**config.mk**
```make
export PLATFORM = sky130hd
export DESIGN_NAME = pscc_top
export DESIGN_NICKNAME = d
export VERILOG_FILES = /design/src/rtl/pscc_pkg.sv /design/src/rtl/pscc_io_redirect.sv /design/src/rtl/pscc_top.sv
export SDC_FILE = /design/constraint.sdc
export NUM_CORES = 1
export LEC_CHECK = 0
export ABC_AREA = 1
export BUFFER_PORTS_ARGS = -buffer_cell sky130_fd_sc_hd__buf_4
export CORE_AREA = 2 2 86 88
export CTS_BUF_LIST = sky130_fd_sc_hd__clkbuf_4
export DETAILED_ROUTE_END_ITERATION = 6
export DIE_AREA = 0 0 88 90
export GPL_ROUTABILITY_DRIVEN = 0
export PLACE_DENSITY_LB_ADDON = 0.3
export SETUP_SLACK_MARGIN = 0.05
export SKIP_CTS_REPAIR_TIMING = 1
export SYNTH_ARGS = -nofsm -noshare
export SYNTH_HDL_FRONTEND = slang
export SYNTH_SLANG_ARGS = --single-unit
export TNS_END_PERCENT = 5
```
**constraint.sdc**
```tcl
create_clock -name mclk -period 1.8 [get_ports mclk]
set_clock_uncertainty 0.2 [all_clocks]
set_input_delay 0.18 -clock mclk [delete_from_list [all_inputs] [get_ports mclk]]
set_output_delay 0.18 -clock mclk [all_outputs]
set_load 0.03 [all_outputs]
```
**src/rtl/pscc_pkg.sv**
```systemverilog
// pscc_pkg: constants, types and helpers for the package sleep-state config block
// assumes one instance of the block per core, all logic on mclk
package pscc_pkg;

    // ----------------------------------------
    // register address and field layout
    // ----------------------------------------
    localparam logic [31:0] PSCC_CFG_ADDR = 32'h000000E2;
    localparam int PSCC_LIMIT_LSB = 0;
    localparam int PSCC_LIMIT_MSB = 2;
    localparam int PSCC_IOREDIR_BIT = 10;
    localparam int PSCC_LOCK_BIT = 15;
    localparam int PSCC_C3AD_BIT = 25;
    localparam int PSCC_C1AD_BIT = 26;
    localparam int PSCC_C3UN_BIT = 27;
    localparam int PSCC_C1UN_BIT = 28;
    localparam logic [63:0] PSCC_RD_MASK = 64'h000000001E008407;
    localparam logic [63:0] PSCC_RST_VALUE = 64'h0000000000000000;

    // ----------------------------------------
    // package limit and redirect range encodings
    // ----------------------------------------
    localparam logic [2:0] PSCC_LIM_C1 = 3'h0;
    localparam logic [2:0] PSCC_LIM_C2 = 3'h1;
    localparam logic [2:0] PSCC_LIM_C6N = 3'h2;
    localparam logic [2:0] PSCC_LIM_C6R = 3'h3;
    localparam logic [2:0] PSCC_LIM_C7 = 3'h4;
    localparam logic [2:0] PSCC_LIM_C7S = 3'h5;
    localparam logic [2:0] PSCC_LIM_NONE = 3'h7;
    localparam logic [2:0] PSCC_RNG_C3 = 3'h0;
    localparam logic [2:0] PSCC_RNG_C6 = 3'h1;
    localparam logic [2:0] PSCC_RNG_C7 = 3'h2;

    // ----------------------------------------
    // types
    // ----------------------------------------
    typedef enum logic [2:0] {
        PSCC_C0 = 3'h0, PSCC_C1 = 3'h1, PSCC_C2 = 3'h2, PSCC_C3 = 3'h3,
        PSCC_C6N = 3'h4, PSCC_C6R = 3'h5, PSCC_C7 = 3'h6, PSCC_C7S = 3'h7
    } pscc_cstate_t;

    typedef enum logic [1:0] {
        PSCC_IDLE = 2'h0, PSCC_ACTIVE = 2'h1, PSCC_DEM_C3 = 2'h2, PSCC_DEM_C1 = 2'h3
    } pscc_phase_t;

    typedef struct packed {
        logic c1_undemote;
        logic c3_undemote;
        logic c1_autodemote;
        logic c3_autodemote;
        logic lock;
        logic io_redirect;
        logic [2:0] pkg_limit;
    } pscc_cfg_t;

    typedef struct packed {
        logic valid;
        logic write;
        logic [31:0] addr;
        logic [63:0] wdata;
    } pscc_msr_req_t;

    typedef struct packed {
        logic ack;
        logic fault;
        logic [63:0] rdata;
    } pscc_msr_rsp_t;

    typedef struct packed {
        pscc_cfg_t cfg;
        pscc_msr_rsp_t rsp;
        pscc_phase_t phase;
        pscc_cstate_t orig;
        logic grant_valid;
        pscc_cstate_t grant_state;
        pscc_cstate_t pkg_max;
        logic pkg_unlimited;
    } pscc_state_t;

    typedef struct packed {
        logic wfe_valid;
        pscc_cstate_t wfe_state;
    } pscc_redir_t;

    // ----------------------------------------
    // helpers
    // ----------------------------------------
    function automatic logic [63:0] pscc_pack(input pscc_cfg_t c);
        logic [63:0] v;
        v = PSCC_RST_VALUE;
        v[PSCC_LIMIT_MSB:PSCC_LIMIT_LSB] = c.pkg_limit;
        v[PSCC_IOREDIR_BIT] = c.io_redirect;
        v[PSCC_LOCK_BIT] = c.lock;
        v[PSCC_C3AD_BIT] = c.c3_autodemote;
        v[PSCC_C1AD_BIT] = c.c1_autodemote;
        v[PSCC_C3UN_BIT] = c.c3_undemote;
        v[PSCC_C1UN_BIT] = c.c1_undemote;
        return v & PSCC_RD_MASK;
    endfunction : pscc_pack

    function automatic pscc_cstate_t pscc_limit_state(input logic [2:0] lim);
        pscc_cstate_t r;
        case (lim)
            PSCC_LIM_C1: r = PSCC_C1;
            PSCC_LIM_C2: r = PSCC_C2;
            PSCC_LIM_C6N: r = PSCC_C6N;
            PSCC_LIM_C6R: r = PSCC_C6R;
            PSCC_LIM_C7: r = PSCC_C7;
            default: r = PSCC_C7S;
        endcase
        return r;
    endfunction : pscc_limit_state

endpackage : pscc_pkg

```
**src/rtl/pscc_io_redirect.sv**
```systemverilog
// pscc_io_redirect: turns I/O reads of the redirect port into wait-for-event requests
// assumes capture base and range come steady from the capture-base register outside
`timescale 1ns/1ns
`default_nettype none
module pscc_io_redirect
    import pscc_pkg::*;
(
    // clock and reset
    input wire logic mclk,
    input wire logic sys_rst,
    // i/o read from the core
    input wire logic io_rd_valid,
    input wire logic [15:0] io_rd_port,
    output logic io_rd_consume,
    // configuration
    input wire logic redirect_en,
    input wire logic [15:0] redirect_port_base,
    input wire logic [2:0] redirect_range,
    // wait-for-event request
    output logic wfe_valid,
    output pscc_cstate_t wfe_state
);

    pscc_redir_t s;
    pscc_redir_t next_s;

    // ----------------------------------------
    // decode
    // ----------------------------------------
    // redirect read on match
    assign io_rd_consume = io_rd_valid && redirect_en && (io_rd_port == redirect_port_base);

    always_comb begin
        next_s = s;
        next_s.wfe_valid = 1'b0;
        if (sys_rst) begin
            next_s = '0;
        end else if (io_rd_consume) begin
            next_s.wfe_valid = 1'b1;
            // range picks deepest state; reserved codes fall back to c3
            case (redirect_range)
                PSCC_RNG_C6: next_s.wfe_state = PSCC_C6R;
                PSCC_RNG_C7: next_s.wfe_state = PSCC_C7;
                default: next_s.wfe_state = PSCC_C3;
            endcase
        end
    end

    always_ff @(posedge mclk) begin
        s <= next_s;
    end

    assign wfe_valid = s.wfe_valid;
    assign wfe_state = s.wfe_state;
endmodule : pscc_io_redirect
`default_nettype wire

```
**src/rtl/pscc_top.sv**
```systemverilog
// pscc_top: per-core package sleep-state configuration register and demotion control
// assumes msr requests are single-cycle strobes and one instance sits in each core
// Function
// - limit field bits 2:0; 000 allows only c0/c1, 001 caps at c2
// - 010 c6 no retention, 011 c6 retention, 100 c7 deepest
// - 101 c7s deepest, 111 leaves package depth unlimited
// - limit field loads the factory fuse value at reset
// - no limit encoding caps the package at c3
// - bit 10 turns reads of the redirect port into wait-for-event requests
// - bit 15 locks bits 15:0 against writes until next reset
// - bit 25 lets uncore hints demote c6/c7 requests to c3
// - bit 26 lets uncore hints demote c3/c6/c7 requests to c1
// - bit 27 allows undemotion of a request demoted to c3
// - bit 28 allows undemotion of a request demoted to c1
// - redirected reads to the base port are consumed as requests
// - capture range 000 c3, 001 c6, 010 c7 deepest redirected state
`timescale 1ns/1ns
`default_nettype none
module pscc_top
    import pscc_pkg::*;
(
    // clock and reset
    input wire logic mclk,
    input wire logic sys_rst,
    // factory limit
    input wire logic [2:0] fuse_pkg_limit,
    // msr access
    input wire pscc_msr_req_t msr_req,
    output var pscc_msr_rsp_t msr_rsp,
    // core sleep requests
    input wire logic core_req_valid,
    input wire pscc_cstate_t core_req_state,
    // uncore hints
    input wire logic uncore_demote_c3,
    input wire logic uncore_demote_c1,
    input wire logic uncore_undemote,
    // granted core state
    output logic grant_valid,
    output pscc_cstate_t grant_state,
    // package limit
    output pscc_cstate_t pkg_max_state,
    output logic pkg_unlimited,
    // i/o redirection
    input wire logic io_rd_valid,
    input wire logic [15:0] io_rd_port,
    output logic io_rd_consume,
    input wire logic [15:0] redirect_port_base,
    input wire logic [2:0] redirect_range,
    output logic wfe_valid,
    output pscc_cstate_t wfe_state
);

    pscc_state_t s;
    pscc_state_t next_s;
    logic hit;
    logic hit_wr;
    logic deep_c1;
    logic deep_c3;

    assign hit = msr_req.valid && (msr_req.addr == PSCC_CFG_ADDR);
    assign hit_wr = hit && msr_req.write;
    assign deep_c1 = core_req_state >= PSCC_C3;
    assign deep_c3 = core_req_state >= PSCC_C6N;

    // ----------------------------------------
    // next state
    // ----------------------------------------
    always_comb begin
        next_s = s;
        next_s.rsp.ack = 1'b0;
        next_s.rsp.fault = 1'b0;
        next_s.grant_valid = 1'b0;
        if (sys_rst) begin
            next_s = '0;
            next_s.cfg.pkg_limit = fuse_pkg_limit;
        end else begin
            if (msr_req.valid) begin
                next_s.rsp.ack = 1'b1;
                next_s.rsp.fault = !hit;
                next_s.rsp.rdata = (hit && !msr_req.write) ? pscc_pack(s.cfg) : PSCC_RST_VALUE;
            end
            if (hit_wr) begin
                if (!s.cfg.lock) begin
                    next_s.cfg.pkg_limit = msr_req.wdata[PSCC_LIMIT_MSB:PSCC_LIMIT_LSB];
                    next_s.cfg.io_redirect = msr_req.wdata[PSCC_IOREDIR_BIT];
                    next_s.cfg.lock = msr_req.wdata[PSCC_LOCK_BIT];
                end
                next_s.cfg.c3_autodemote = msr_req.wdata[PSCC_C3AD_BIT];
                next_s.cfg.c1_autodemote = msr_req.wdata[PSCC_C1AD_BIT];
                next_s.cfg.c3_undemote = msr_req.wdata[PSCC_C3UN_BIT];
                next_s.cfg.c1_undemote = msr_req.wdata[PSCC_C1UN_BIT];
            end
            // requests see the settings before this cycle's write
            if (core_req_valid) begin
                next_s.grant_valid = 1'b1;
                next_s.orig = core_req_state;
                next_s.grant_state = core_req_state;
                next_s.phase = (core_req_state == PSCC_C0) ? PSCC_IDLE : PSCC_ACTIVE;
                if (s.cfg.c1_autodemote && uncore_demote_c1 && deep_c1) begin
                    next_s.grant_state = PSCC_C1;
                    next_s.phase = PSCC_DEM_C1;
                end else if (s.cfg.c3_autodemote && uncore_demote_c3 && deep_c3) begin
                    next_s.grant_state = PSCC_C3;
                    next_s.phase = PSCC_DEM_C3;
                end
            end else begin
                case (s.phase)
                    PSCC_DEM_C3: begin
                        if (uncore_undemote && s.cfg.c3_undemote) begin
                            next_s.grant_valid = 1'b1;
                            next_s.grant_state = s.orig;
                            next_s.phase = PSCC_ACTIVE;
                        end
                    end
                    PSCC_DEM_C1: begin
                        if (uncore_undemote && s.cfg.c1_undemote) begin
                            next_s.grant_valid = 1'b1;
                            next_s.grant_state = s.orig;
                            next_s.phase = PSCC_ACTIVE;
                        end
                    end
                    default: begin
                        next_s.phase = s.phase;
                    end
                endcase
            end
        end
        next_s.pkg_max = pscc_limit_state(next_s.cfg.pkg_limit);
        next_s.pkg_unlimited = (next_s.cfg.pkg_limit == PSCC_LIM_NONE);
    end

    always_ff @(posedge mclk) begin
        s <= next_s;
    end

    assign msr_rsp = s.rsp;
    assign grant_valid = s.grant_valid;
    assign grant_state = s.grant_state;
    assign pkg_max_state = s.pkg_max;
    assign pkg_unlimited = s.pkg_unlimited;

    // ----------------------------------------
    // i/o redirection
    // ----------------------------------------
    // enable bit steers the decoder
    pscc_io_redirect u_redir (
        .mclk(mclk),
        .sys_rst(sys_rst),
        .io_rd_valid(io_rd_valid),
        .io_rd_port(io_rd_port),
        .io_rd_consume(io_rd_consume),
        .redirect_en(s.cfg.io_redirect),
        .redirect_port_base(redirect_port_base),
        .redirect_range(redirect_range),
        .wfe_valid(wfe_valid),
        .wfe_state(wfe_state)
    );
endmodule : pscc_top
`default_nettype wire

```
* After elaboration in Yosys (flattened, before gate mapping) *
Index checks and enable logic that the tools add are counted.

storage, ports and cells
  logic and storage cells = 76
  register bits = 92
  output and inout bits = 79

operators by class
  multiplexer cells = 22
  reductions and logical operators = 19
  $lt $le $gt $ge = 2
  equal/unequal tests = 13
  bitwise logic cells = 2

operators by type and width
  cell                                                  count
  two-way mux 78 bit                                    1
  two-way mux 66 bit                                    1
  == test 32 x 8 -> 1 bit (second input constant)       1
  two-way mux 29 bit                                    1
  == test 16 bit                                        1
  two-way mux 4 bit                                     4
  one-hot mux 3 bit (5 select lines)                    1
  two-way mux 3 bit                                     4
  logical AND 1 bit                                     11
  two-way mux 2 bit                                     5
  == test 3 x 2 -> 1 bit (second input constant)        3
  one-hot mux 4 bit (2 select lines)                    1
  == test 3 x 1 -> 1 bit (second input constant)        2
  == test 3 bit (second input constant)                 2
  logical NOT 3 bit                                     2
  != test 3 bit (second input constant)                 2
  one-hot mux 3 bit (2 select lines)                    1
  two-way mux 5 bit                                     1
  == test 2 bit (second input constant)                 2
  one-hot mux 2 bit (2 select lines)                    1
  >= comparator 3 x 2 -> 1 bit (second input constant)  1
  >= comparator 3 bit (second input constant)           1
  AND reduction 3 bit                                   1
  nonzero test 3 bit                                    1
  other kinds (5)                                       7

* Logic depth before layout (Yosys ltp) *
Gate-level depths: netlist (run 1).

  depth after elaboration = 8
  gate-level depth with buffers = 14
  gate-level depth less buffers = 14

* Hierarchy *
Synthesis (run 1) repeated with hierarchy kept, for this count alone.

second synthesis, totals
  cells, all modules = 445
  area, all modules = 2787.7 µm²

modules (own cells, without submodules)
  module            area an instance (µm²)  cells an instance  instances
  pscc_top          2114.5                  304                1
  pscc_io_redirect  673.1                   141                1

* Worst setup path after synthesis (run 1) *
Ideal clock, no wire load.

  path type = input-to-reg
  from = in io_rd_port[7]
  to = reg u_redir.s (netlist bit u_redir.wfe_state[2])
  stages on the path = 10
  setup slack = -0.053 ns
  setup time = 0.117 ns
  buffers on the path = 0
  data arrival time = 1.536 ns
  path through = inv_1 -> nand2_1 -> o21ai_0 -> nor3_1 -> nor3b_1 -> nand3_1 -> nor2_1 -> nand2_1 -> a21oi_1 -> nor2_1

between the ends
  longest elaborated chain between the ends = 2

RTL lines
  item                  RTL line                RTL
  from (decl)           pscc_top.sv:45          input wire logic [15:0] io_rd_port,
  == test 16 bit        pscc_io_redirect.sv:31  assign io_rd_consume = io_rd_valid && redirect_en && (io_rd_port == redirect_port_base);
  logical AND 1 bit     pscc_io_redirect.sv:31
  via io_rd_consume     pscc_top.sv:46          output logic io_rd_consume,
  to (signal assigned)  pscc_io_redirect.sv:50  s <= next_s;
  to (decl)             pscc_io_redirect.sv:24  pscc_redir_t s;

The timed path passes the listed nets, and every way through them passes these cells.
A chain may end at the register's enable or synchronous reset.

* Final worst setup path (run 1) *
  from = reg s[82] (netlist name)
  to = out io_rd_consume

between the ends
  longest elaborated chain between the ends = 2

RTL lines
  item                             RTL line                RTL
  from (decl)                      pscc_top.sv:53          pscc_state_t s;
  from (signal assigned)           pscc_top.sv:133         s <= next_s;
  logical AND 1 bit (2 in series)  pscc_io_redirect.sv:31
  to (decl)                        pscc_top.sv:46

No other way between the ends.

==> results.md, run 1 <==
* VDD IR max at 0.0003671 V
* Die X-Extent at 88 um
* Clock share of power at 0.266
* Crit path capture type: output port
* Non-filler instance count after layout at 647
* Area grow syn2layout at 35.55%
* Flops & latches, synth at 37
* Netlist cell types at 37
* Share of the synthesized area in the top cell type at 0.2716
* CP cell instances: nand2_2 -> nor4_2 -> nand3_1 -> nor2_2 -> buf_6
* WL/cell at 10.56 um
* CP Buf/Inv Count at 1
* Post-synth top area cell: dfxtp_1
* Drt via density at 4.340
* Fin Hold WS at -0.01940 ns
* P_leak at 1.791 nW
* Reg power frac at 0.422
* Crit path max fanout at 3
* Startpoint types: flop
* Critical path's slowest cell: dfxtp_2
* Final Critical Period at 1.789 ns
* TritonCTS Sinks at 37
* Flip-flop and latch area at 742.0 sq um
* Routed vias at 2808
* Psw at 658.8 uW
* Final worst slack at 0.01056 ns
* Drt pass-1 iters at 4
* Worst reg2reg path depth at 8
* Worst Hold End: u_redir.wfe_state[2]$_SDFFE_PP0P_
* Status: finished with violations
* Tcrit/Tclk final at 0.9941
* First DRT Iteration DRCs at 96
* Type of the tightest min-delay check: in -> reg
* Cell count after synthesis at 422
* Mapped Area at 2728 sq um
* First-pass GRT wire length at 10.27 mm
* DRC at 0
* Placed cells at 619
* Height of the die at 90 um
* Final slew viol count at 0
* Failing checks: negative hold slack
* Port bufs at 114
* Gr ovfl total at 0
* Final nets at 694
* Clock slew seen by the registers of the worst setup and hold paths at 0.11 ns
* Top cells by area, synth: dfxtp_1 27%, buf_4 20%, nand2_1 12%, nor2_1 10%, inv_1 5.6%
* Cell-internal power at 1.383 mW
* Worst path max stage delay at 0.37 ns
* Clock buffer depth at 2
* Unrepaired setup endpoints after global routing: true
* Vias in the first global route at 2438
* Critical R2R Capture: u_redir.wfe_state[2]$_SDFFE_PP0P_
* Multi-input gate area at 1484 sq um
* Final Util at 0.5266
* Final Hold Fails at 2
* Max-cap violations at 0
* Power per cell area at 552.2 nW/um^2
* Initial Utilization at 0.3885
* Kind of critical path: reg -> out
* Max H-tree Level at 2
* Drt total wl at 6.834 mm
* Clock root buffer: clkbuf_4
* Worst endpoint required time at 1.42 ns
* Delay-heaviest family, CP: simple AND/OR/NAND/NOR gates
* Worst hold start: redirect_range[2]
* Reg2reg start: s[82]$_SDFFE_PP0P_
* Fill count at 714
* Setup slack, reg-to-reg at 0.23 ns
* YS warnings at 0
* Setup TNS at 0 ns
* Final ANT Viol Nets at 0
* Worst skew pair latency at 0.33 ns
* Part of the Yosys area used for sequential elements at 0.2716
* Die area at 7920 sq um
* Dpl hpwl at 5.445 mm
* Initial antenna violation count at 0
* Placement Setup Slack at 0.007766 ns
* Sw Share at 0.3227
* Synth Area per Inst at 6.464 sq um
* Largest net degree at the start of global routing at 26
* Core area at 7020 sq um
* ANT cells at 0
* Ports at 225
* Logic pwr share at 0.312
* Row count at 31
* Maximum clock rate at 558.8 MHz
* Layout cell share with drive strength beyond 1 at 0.2810
* WHS Path Cells at 4
* Endpoints failing setup at 0
* Worst EP arrival at 1.41 ns
* Total GRT Usage at 0.1583
* CTS Buf Count at 5
* CTS tree: done
==> power groups by stage <==
stage / combinational [mW] / sequential (mW) / clock (mW)
after floorplan: 0.457 / 0.880 / 0
after global placement: 0.589 / 0.880 / 0
after detailed placement: 0.595 / 0.880 / 0
after CTS: 0.597 / 0.862 / 0.561
after global routing: 0.693 / 0.865 / 0.588
final: 0.636 / 0.862 / 0.543
==> tightest hold or removal path: cells and delay by family <==
kind / cells / cell delay, ns
AO/OA/AOI/OAI: 1 / 0.13
buffers and inverters: 1 / 0.09
AND/OR/NAND/NOR: 2 / 0.08
==> routing by layer <==
| metal | track usage | share of wire | up-vias |
|---|---|---|---|
| met1 | 0.1857 | 0.40 | 1205 |
| met2 | 0.2790 | 0.49 | 126 |
| met4 | 0.05897 | 0.027 | 0 |
| li1 | - | - | 1460 |
| met3 | 0.03030 | 0.087 | 17 |
| met5 | 0 | 0 | - |
==> layout make-up <==
cell class                      instances  share of cell area
Clock buffer                            5             0.01015
Tap cell                               99             0.03350
Multi-Input combinational cell        320              0.4014
Sequential cell                        37              0.2007
Inverter                               42             0.04264
Clock inverter                          2            0.009475
Timing Repair Buffer                  142              0.3022
==> kinds of logic after synthesis <==
logic type	after synthesis	share of synthesized area
AO/OA/AOI/OAI	55	0.1119
XOR/XNOR	3	0.009635
buffers and inverters	119	0.2628
flip-flops	37	0.2716
multiplexers	2	0.007340
other	1	0.001375
AND/OR/NAND/NOR	205	0.3353
==> layout by cell type, fill, tap and decap left out, types with 2 or more instances in the layout <==
master,count
buf_4,122
nand2_1,83
nor2_1,73
conb_1,55
inv_1,41
dfxtp_1,36
a21oi_1,23
dlygate4sd3_1,19
o21ai_0,18
nand4_1,10
nand2_2,6
nand3_1,6
clkbuf_4,5
or2_2,4
a211oi_1,4
nor3_1,4
nor2_2,4
xor2_1,3
nand3b_1,2
nor4_1,2
nor2_4,2
mux2i_1,2
o21ai_1,2
o22ai_1,2
a31oi_1,2
==> sequential cells by signal, indices dropped and copies added (netlist names) <==
register and count:
s 14, grant_state 3, pkg_unlimited 1, grant_valid 1, pkg_max_state 3, u_redir.wfe_valid 1, u_redir.wfe_state 3, msr_rsp 11
==> worst max-delay path by stage <==
stage | startpoint | cells after the start | slack, ns | endpoint
floorplan | io_rd_port[7] | 10 | 0.13 | u_redir.wfe_state[2]$_SDFFE_PP0P_
global placement | msr_req[95] | 13 | 0.04 | pkg_max_state[0]$_DFF_P_
detailed placement | msr_req[95] | 11 | 0.008 | pkg_max_state[0]$_DFF_P_
CTS | s[82]$_SDFFE_PP0P_ | 5 | -0.21 | io_rd_consume
global route | s[82]$_SDFFE_PP0P_ | 5 | -0.12 | io_rd_consume
finish | s[82]$_SDFFE_PP0P_ | 5 | 0.01 | io_rd_consume
==> through the flow <==
stage	power [mW]	cell area [sq um]	hold WS, ns
final	2.042	3697	-0.01940
after global routing	2.145	3697	-0.005070
after CTS	2.019	3478	-0.1288
after detailed placement	1.475	3406	0.2391
after global placement	1.469	3406	0.2266
after floorplan	1.338	2933	0.1177
==> cells in the mapped netlist <==
cell type / number
nand2_1: 84
nor2_1: 74
buf_4: 72
inv_1: 41
dfxtp_1: 37
a21oi_1: 23
o21ai_0: 18
nand4_1: 10
nand3_1: 6
clkbuf_1: 5
nand2_2: 5
a211oi_1: 4
nor3_1: 4
or2_2: 4
nor2_2: 3
nor4_1: 3
xor2_1: 3
a31oi_1: 2
mux2i_1: 2
nand3b_1: 2
nor2_4: 2
o21ai_1: 2
o22ai_1: 2
a21boi_0: 1
a21boi_2: 1
a221oi_1: 1
and2_1: 1
and3_1: 1
conb_1: 1
inv_2: 1
nand2_4: 1
nand3_2: 1
nand3_4: 1
nor3b_1: 1
nor3b_2: 1
o211ai_1: 1
or2_1: 1
No activity file was read; power rests on OpenSTA's default activity.
==> run 2, diff against run 1 <==
Settings changed: SYNTH_HIERARCHICAL from default to 1.
==> run 2 against run 1 <==
  * The run now ends clean
  * Clock power fell by 21%
  * Fmax rose by 3.4%
  * Worst setup slack improved by 0.059 ns
  * Via count rose by 1.2%
  * Sequential cell count did not move
  * Final area rose by 0.37%
  * Worst hold slack improved by 0.021 ns
  * Global-route usage barely moved
  * Core utilization rose by 0.20 points
  * First-iteration DRC count rose by 58%
  * Synthesized area rose by 2.2%
  * Largest cell class unchanged
  * Highest routed layer unchanged
==> results.md, run 2 <==
* Layout cell share with drive strength beyond 1 at 0.2812 (was 0.2810)
* Height of the die at 90 um (unchanged)
* P_leak at 1.943 nW (was 1.791 nW)
* Final ANT Viol Nets at 0 (unchanged)
* Crit path max fanout at 3 (unchanged)
* Final nets at 714 (was 694)
* Flops & latches, synth at 37 (unchanged)
* Top cells by area, synth: dfxtp_1 27%, buf_4 19%, nand2_1 17%, nor2_1 9.2%, inv_1 7.1% (was dfxtp_1 27%, buf_4 20%, nand2_1 12%, nor2_1 10%, inv_1 5.6%)
* Ys async rst share at 0 (unchanged)
* Logic pwr share at 0.329 (was 0.312)
* Post-synth top area cell: dfxtp_1 (unchanged)
* Clock share of power at 0.223 (was 0.266)
* Most common cell in the synthesized netlist: nand2_1 (unchanged)
* CTS tree: done (unchanged)
* Top FF cell, synth: dfxtp_1 (unchanged)
* Core area at 7020 sq um (unchanged)
* Final Hold Fails at 0 (was 2)
* Largest register FFs at 14 (unchanged)
* Maximum clock rate at 577.9 MHz (was 558.8 MHz)
* Clock slew seen by the registers of the worst setup and hold paths at 0.10 ns (was 0.11 ns)
* Worst endpoint required time at 1.42 ns (about the same)
* Max-cap violations at 0 (unchanged)
* Type of the tightest min-delay check: in -> reg (unchanged)
* Area grow syn2layout at 33.12% (was 35.55%)
* Die area at 7920 sq um (unchanged)
* Mapped Area at 2788 sq um (was 2728 sq um)
* Crit path capture type: output port (unchanged)
* Kind of critical path: reg -> out (unchanged)
* First-pass GRT wire length at 10.15 mm (was 10.27 mm)
* Psw at 662.2 uW (was 658.8 uW)
* Clock buffer depth at 2 (unchanged)
* Ports at 225 (unchanged)
* Drt total wl at 6.828 mm (was 6.834 mm)
* Netlist cell types at 31 (was 37)
* Commonest non-fill, non-tap cell in the layout: nand2_1 (was buf_4)
* Status: finished, final reports clean (was finished with violations)
* Port bufs at 114 (unchanged)
* Initial Utilization at 0.3971 (was 0.3885)
* Commonest non-fill, non-tap cells in the layout: 123 x nand2_1, 119 x buf_4, 68 x nor2_1 (was 122 x buf_4, 83 x nand2_1, 73 x nor2_1)
* Final Critical Period at 1.730 ns (was 1.789 ns)
* Drt via density at 4.253 (was 4.340)
* Power per cell area at 518.1 nW/um^2 (was 552.2 nW/um^2)
* Startpoint types: flop (unchanged)
* Post-synth EDFFs at 0 (unchanged)
* WL/cell at 10.22 um (was 10.56 um)
* CTS Buf Count at 5 (unchanged)
* Commonest cells post-synth: 123 x nand2_1, 72 x buf_4, 68 x nor2_1 (was 84 x nand2_1, 74 x nor2_1, 72 x buf_4)
* Total GRT Usage at 0.1580 (was 0.1583)
* Reg power frac at 0.448 (was 0.422)
* Fill count at 700 (was 714)
* Worst skew pair latency at 0.34 ns (was 0.33 ns)
* Synth Area per Inst at 6.264 sq um (was 6.464 sq um)
* Routed vias at 2841 (was 2808)
* Multi-input gate area at 1489 sq um (was 1484 sq um)
* VDD IR max at 0.0002832 V (was 0.0003671 V)
* Vias in the first global route at 2425 (was 2438)
* Worst EP arrival at 1.35 ns (was 1.41 ns)
* Flip-flop and latch area at 742.0 sq um (unchanged)
* Top reg by flops: s (unchanged)
* Share of the synthesized area in the top cell type at 0.2657 (was 0.2716)
* ANT cells at 0 (unchanged)
* Fin Hold WS at 0.001952 ns (was -0.01940 ns)
* Cell count after synthesis at 445 (was 422)
* Drt pass-1 iters at 4 (unchanged)
* Final slew viol count at 0 (unchanged)
* Largest net degree at the start of global routing at 15 (was 26)
* Row count at 31 (unchanged)
* YS warnings at 6 (was 0)
* Sw Share at 0.3444 (was 0.3227)
* Part of the Yosys area used for sequential elements at 0.2657 (was 0.2716)
* Tcrit/Tclk final at 0.9613 (was 0.9941)
* Initial antenna violation count at 0 (unchanged)
* Endpoints failing setup at 0 (unchanged)
* Die X-Extent at 88 um (unchanged)
* TritonCTS Sinks at 37 (unchanged)
* DRC at 0 (unchanged)
* Gr ovfl total at 0 (unchanged)
* Tot Pwr at 1.923 mW (was 2.042 mW)
* Dpl hpwl at 5.588 mm (was 5.445 mm)
* Clock root buffer: clkbuf_4 (unchanged)
* Max H-tree Level at 2 (unchanged)
* First DRT Iteration DRCs at 152 (was 96)
* Cell-internal power at 1.260 mW (was 1.383 mW)
* Unrepaired setup endpoints after global routing: true (unchanged)
[run 2: metrics by stage]
| step | std cells | utilization | setup slack [ns] | setup TNS [ns] | area, sq um |
|---|---|---|---|---|---|
| after floorplan | 499 | - | 0.3287 | 0 | 2990 |
| after global placement | 639 | 0.4901 | 0.01194 | 0 | 3441 |
| after detailed placement | 639 | 0.4901 | -0.004840 | -0.004840 | 3441 |
| after CTS | 647 | 0.4980 | -0.04999 | -0.04999 | 3496 |
| after global routing | 668 | 0.5286 | -0.05550 | -0.05550 | 3711 |
| final | 668 | 0.5286 | 0.06971 | 0 | 3711 |
[run 2: worst max-delay path, stage by stage, from the launching register on]
cell and delay [ns]:
dfxtp_2 0.36, nand3_2 0.07, nor2_1 0.08, nand2_1 0.06, nor2_1 0.10, nand3_1 0.12, inv_1 0.10, buf_6 0.13
[run 2: final timing paths]
| kind | startpoint | endpoint | slack [ns] | cells past startpoint |
|---|---|---|---|---|
| hold / removal | core_req_valid | grant_valid$_SDFF_PP0_ | 0.002 | 3 |
| hold reg to reg | msr_rsp[1]$_SDFFE_PP0P_ | msr_rsp[1]$_SDFFE_PP0P_ | 0.27 | 2 |
| setup / recovery | s[82]$_SDFFE_PP0P_ | io_rd_consume | 0.07 | 7 |
| setup reg to reg | s[11]$_SDFFE_PP0P_ | grant_state[1]$_SDFFE_PP0P_ | 0.27 | 7 |
[run 2: power groups by stage]
| stage | clock, mW | combinational (mW) | sequential [mW] |
|---|---|---|---|
| final | 0.428 | 0.632 | 0.862 |
| after global routing | 0.486 | 0.689 | 0.866 |
| after CTS | 0.441 | 0.597 | 0.863 |
| after detailed placement | 0 | 0.595 | 0.881 |
| after global placement | 0 | 0.589 | 0.881 |
| after floorplan | 0 | 0.469 | 0.881 |
[run 2: cell families after synthesis]
logic type | after synthesis | share of synthesized area
AND/OR/NAND/NOR | 237 | 0.3766
buffers and inverters | 132 | 0.2747
flip-flops | 37 | 0.2657
AO/OA/AOI/OAI | 36 | 0.07496
XOR/XNOR | 1 | 0.003142
multiplexers | 1 | 0.003591
other | 1 | 0.001345
[run 2: per-layer routing]
metal / global-route usage / up-vias / share of wire
li1: - / 1479 / -
met4: 0.03846 / 0 / 0.0073
met3: 0.04591 / 5 / 0.10
met1: 0.2043 / 1230 / 0.43
met5: 0 / - / 0
met2: 0.2563 / 127 / 0.46
[run 2: layout make-up]
| type | count | share of cell area |
|---|---|---|
| tap | 99 | 0.03338 |
| inverter | 55 | 0.05563 |
| timing repair buffer | 139 | 0.2950 |
| multi-input combinational | 330 | 0.4012 |
| clock inverter | 2 | 0.002697 |
| clock buffer | 6 | 0.01214 |
| sequential | 37 | 0.1999 |
==> run 3, diff against run 2 <==
Settings changed: HOLD_SLACK_MARGIN from default to 0.03.
==> run 3 against run 2 <==
  * Cell count grew 0.90%
  * Highest routed layer unchanged
  * Combinational power up 1%
  * Fmax about the same
  * Die area unchanged
  * Register-to-register slack is essentially flat
  * Final area rose by 1.6%
  * Global-route usage is the same
  * Sequential cell count did not move
  * Largest power group unchanged
==> results.md, run 3 (synthesis gave the netlist of run 2 again) <==
* Status: finished, final reports clean (unchanged)
* Final slew viol count at 0 (unchanged)
* Dpl hpwl at 5.588 mm (unchanged)
* Layout cell share with drive strength beyond 1 at 0.2783 (was 0.2812)
* Type of the tightest min-delay check: in -> reg (unchanged)
* Crit path capture type: output port (unchanged)
* Maximum clock rate at 577.4 MHz (was 577.9 MHz)
* Power per cell area at 512.6 nW/um^2 (was 518.1 nW/um^2)
* Clock slew seen by the registers of the worst setup and hold paths at 0.10 ns (about the same)
* TritonCTS Sinks at 37 (unchanged)
* Final worst slack at 0.06818 ns (was 0.06971 ns)
* Kind of critical path: reg -> out (unchanged)
* Worst Setup SP: s[82]$_SDFFE_PP0P_ (unchanged)
* Port bufs at 114 (unchanged)
* CTS tree: done (unchanged)
* Routed vias at 2854 (was 2841)
* Commonest non-fill, non-tap cells in the layout: 123 x nand2_1, 119 x buf_4, 68 x nor2_1 (unchanged)
* Ports at 225 (unchanged)
* Max H-tree Level at 2 (unchanged)
* Delay-heaviest family, CP: simple AND/OR/NAND/NOR gates (unchanged)
* Final ANT Viol Nets at 0 (unchanged)
* Fill count at 691 (was 700)
* Placed cells at 639 (unchanged)
* Crit path max fanout at 3 (unchanged)
* Worst EP arrival at 1.35 ns (about the same)
* Row count at 31 (unchanged)
* CP cell instances: nand3_2 -> nor2_1 -> nand2_1 -> nor2_1 -> nand3_1 -> inv_1 -> buf_6 (unchanged)
* Unrepaired setup endpoints after global routing: true (unchanged)
* Die area at 7920 sq um (unchanged)
* Setup slack, reg-to-reg at 0.26 ns (was 0.27 ns)
* Max-cap violations at 0 (unchanged)
* Tot Pwr at 1.933 mW (was 1.923 mW)
* Area grow syn2layout at 35.28% (was 33.12%)
* Top reg by flops: s (unchanged)
* Cell repeated most along the worst path: nor2_1 (unchanged)
* Reg2reg start: s[11]$_SDFFE_PP0P_ (unchanged)
* Final Critical Period at 1.732 ns (was 1.730 ns)
* Non-filler instance count after layout at 674 (was 668)
* Worst reg2reg path depth at 7 (unchanged)
* Drt via density at 4.234 (was 4.253)
* Worst path max stage delay at 0.36 ns (about the same)
* Largest register FFs at 14 (unchanged)
* Drt pass-1 iters at 4 (unchanged)
* Final Hold Fails at 0 (unchanged)
* WP depth at 7 (unchanged)
* Total GRT Usage at 0.1580 (unchanged)
* Initial antenna violation count at 0 (unchanged)
* Largest net degree at the start of global routing at 15 (unchanged)
* DRC at 0 (unchanged)
* Critical path's slowest cell: dfxtp_2 (unchanged)
* Vias in the first global route at 2425 (unchanged)
* Worst endpoint required time at 1.42 ns (about the same)
* Placement Setup Slack at -0.004840 ns (unchanged)
* Critical R2R Capture: grant_state[1]$_SDFFE_PP0P_ (unchanged)
* Critical Path End: io_rd_consume (unchanged)
* VDD IR max at 0.0002834 V (was 0.0002832 V)
* Commonest non-fill, non-tap cell in the layout: nand2_1 (unchanged)
* Tcrit/Tclk final at 0.9621 (was 0.9613)
* Endpoints failing setup at 0 (unchanged)
* Setup TNS at 0 ns (unchanged)
* Drt total wl at 6.887 mm (was 6.828 mm)
* P_leak at 1.963 nW (was 1.943 nW)
* Clock root buffer: clkbuf_4 (unchanged)
* ANT cells at 0 (unchanged)
* Clock buffer depth at 2 (unchanged)
* Height of the die at 90 um (unchanged)
* Multi-input gate area at 1489 sq um (unchanged)
* Die X-Extent at 88 um (unchanged)
* CP Buf/Inv Count at 2 (unchanged)
* Flip-flop and latch area at 742.0 sq um (unchanged)
* Core area at 7020 sq um (unchanged)
* WL/cell at 10.22 um (about the same)
* Worst skew pair latency at 0.34 ns (about the same)
* CTS Buf Count at 5 (unchanged)
* First DRT Iteration DRCs at 123 (was 152)
* Startpoint types: flop (unchanged)
* Final nets at 720 (was 714)
* First-pass GRT wire length at 10.15 mm (unchanged)
* Gr ovfl total at 0 (unchanged)
* Initial Utilization at 0.3971 (unchanged)
-- run 3: changes by cell type in the layout (fill, tap and decap cells not counted) --
cell and delta:
dlygate4sd3_1 +6
-- run 3: cell type report --
cell class,count,share of cell area
inverters,55,0.05474
repair buffers,145,0.3062
well taps,99,0.03285
multi-input cells,330,0.3948
flip-flops and latches,37,0.1967
clock inverters,2,0.002654
clock buffers,6,0.01194
-- run 3: how the worst min path moves through the flow --
| stage | start | end | slack (ns) | depth (start not counted) |
|---|---|---|---|---|
| finish | msr_req[97] | msr_rsp[65]$_SDFF_PP0_ | 0.08 | 4 |
| global route | msr_req[0] | s[79]$_DFF_P_ | 0.09 | 5 |
| CTS | fuse_pkg_limit[2] | s[81]$_DFF_P_ | -0.14 | 3 |
| detailed placement | fuse_pkg_limit[2] | s[81]$_DFF_P_ | 0.23 | 3 |
| global placement | fuse_pkg_limit[2] | s[81]$_DFF_P_ | 0.23 | 3 |
| floorplan | sys_rst | u_redir/wfe_valid$_SDFF_PP0_ | 0.05 | 1 |
-- run 3: where the power goes --
group	internal [mW]	switching [mW]
clock network	0.164	0.266
registers	0.848	0.0139
logic	0.256	0.385
-- run 3: worst min-delay path: cells and delay by family --
family        cells  cell delay (ns)
buf+inv           3             0.32
simple gates      1             0.08
-- run 3: through the flow --
| stage | hold slack, ns | area, sq um | util |
|---|---|---|---|
| 3_5_place_dp | 0.2300 | 3441 | 0.4901 |
| 4_1_cts | -0.1369 | 3496 | 0.4980 |
| 5_1_grt | 0.09439 | 3771 | 0.5372 |
| 6_report | 0.07769 | 3771 | 0.5372 |
| 3_3_place_gp | 0.2314 | 3441 | 0.4901 |
| 2_1_floorplan | 0.05238 | 2990 | - |
-- run 3: per-layer routing --
| layer | track usage | up-vias | share of wire |
|---|---|---|---|
| met2 | 0.2563 | 119 | 0.46 |
| met4 | 0.03846 | 0 | 0.0073 |
| met5 | 0 | - | 0 |
| li1 | - | 1491 | - |
| met1 | 0.2043 | 1239 | 0.45 |
| met3 | 0.04591 | 5 | 0.090 |
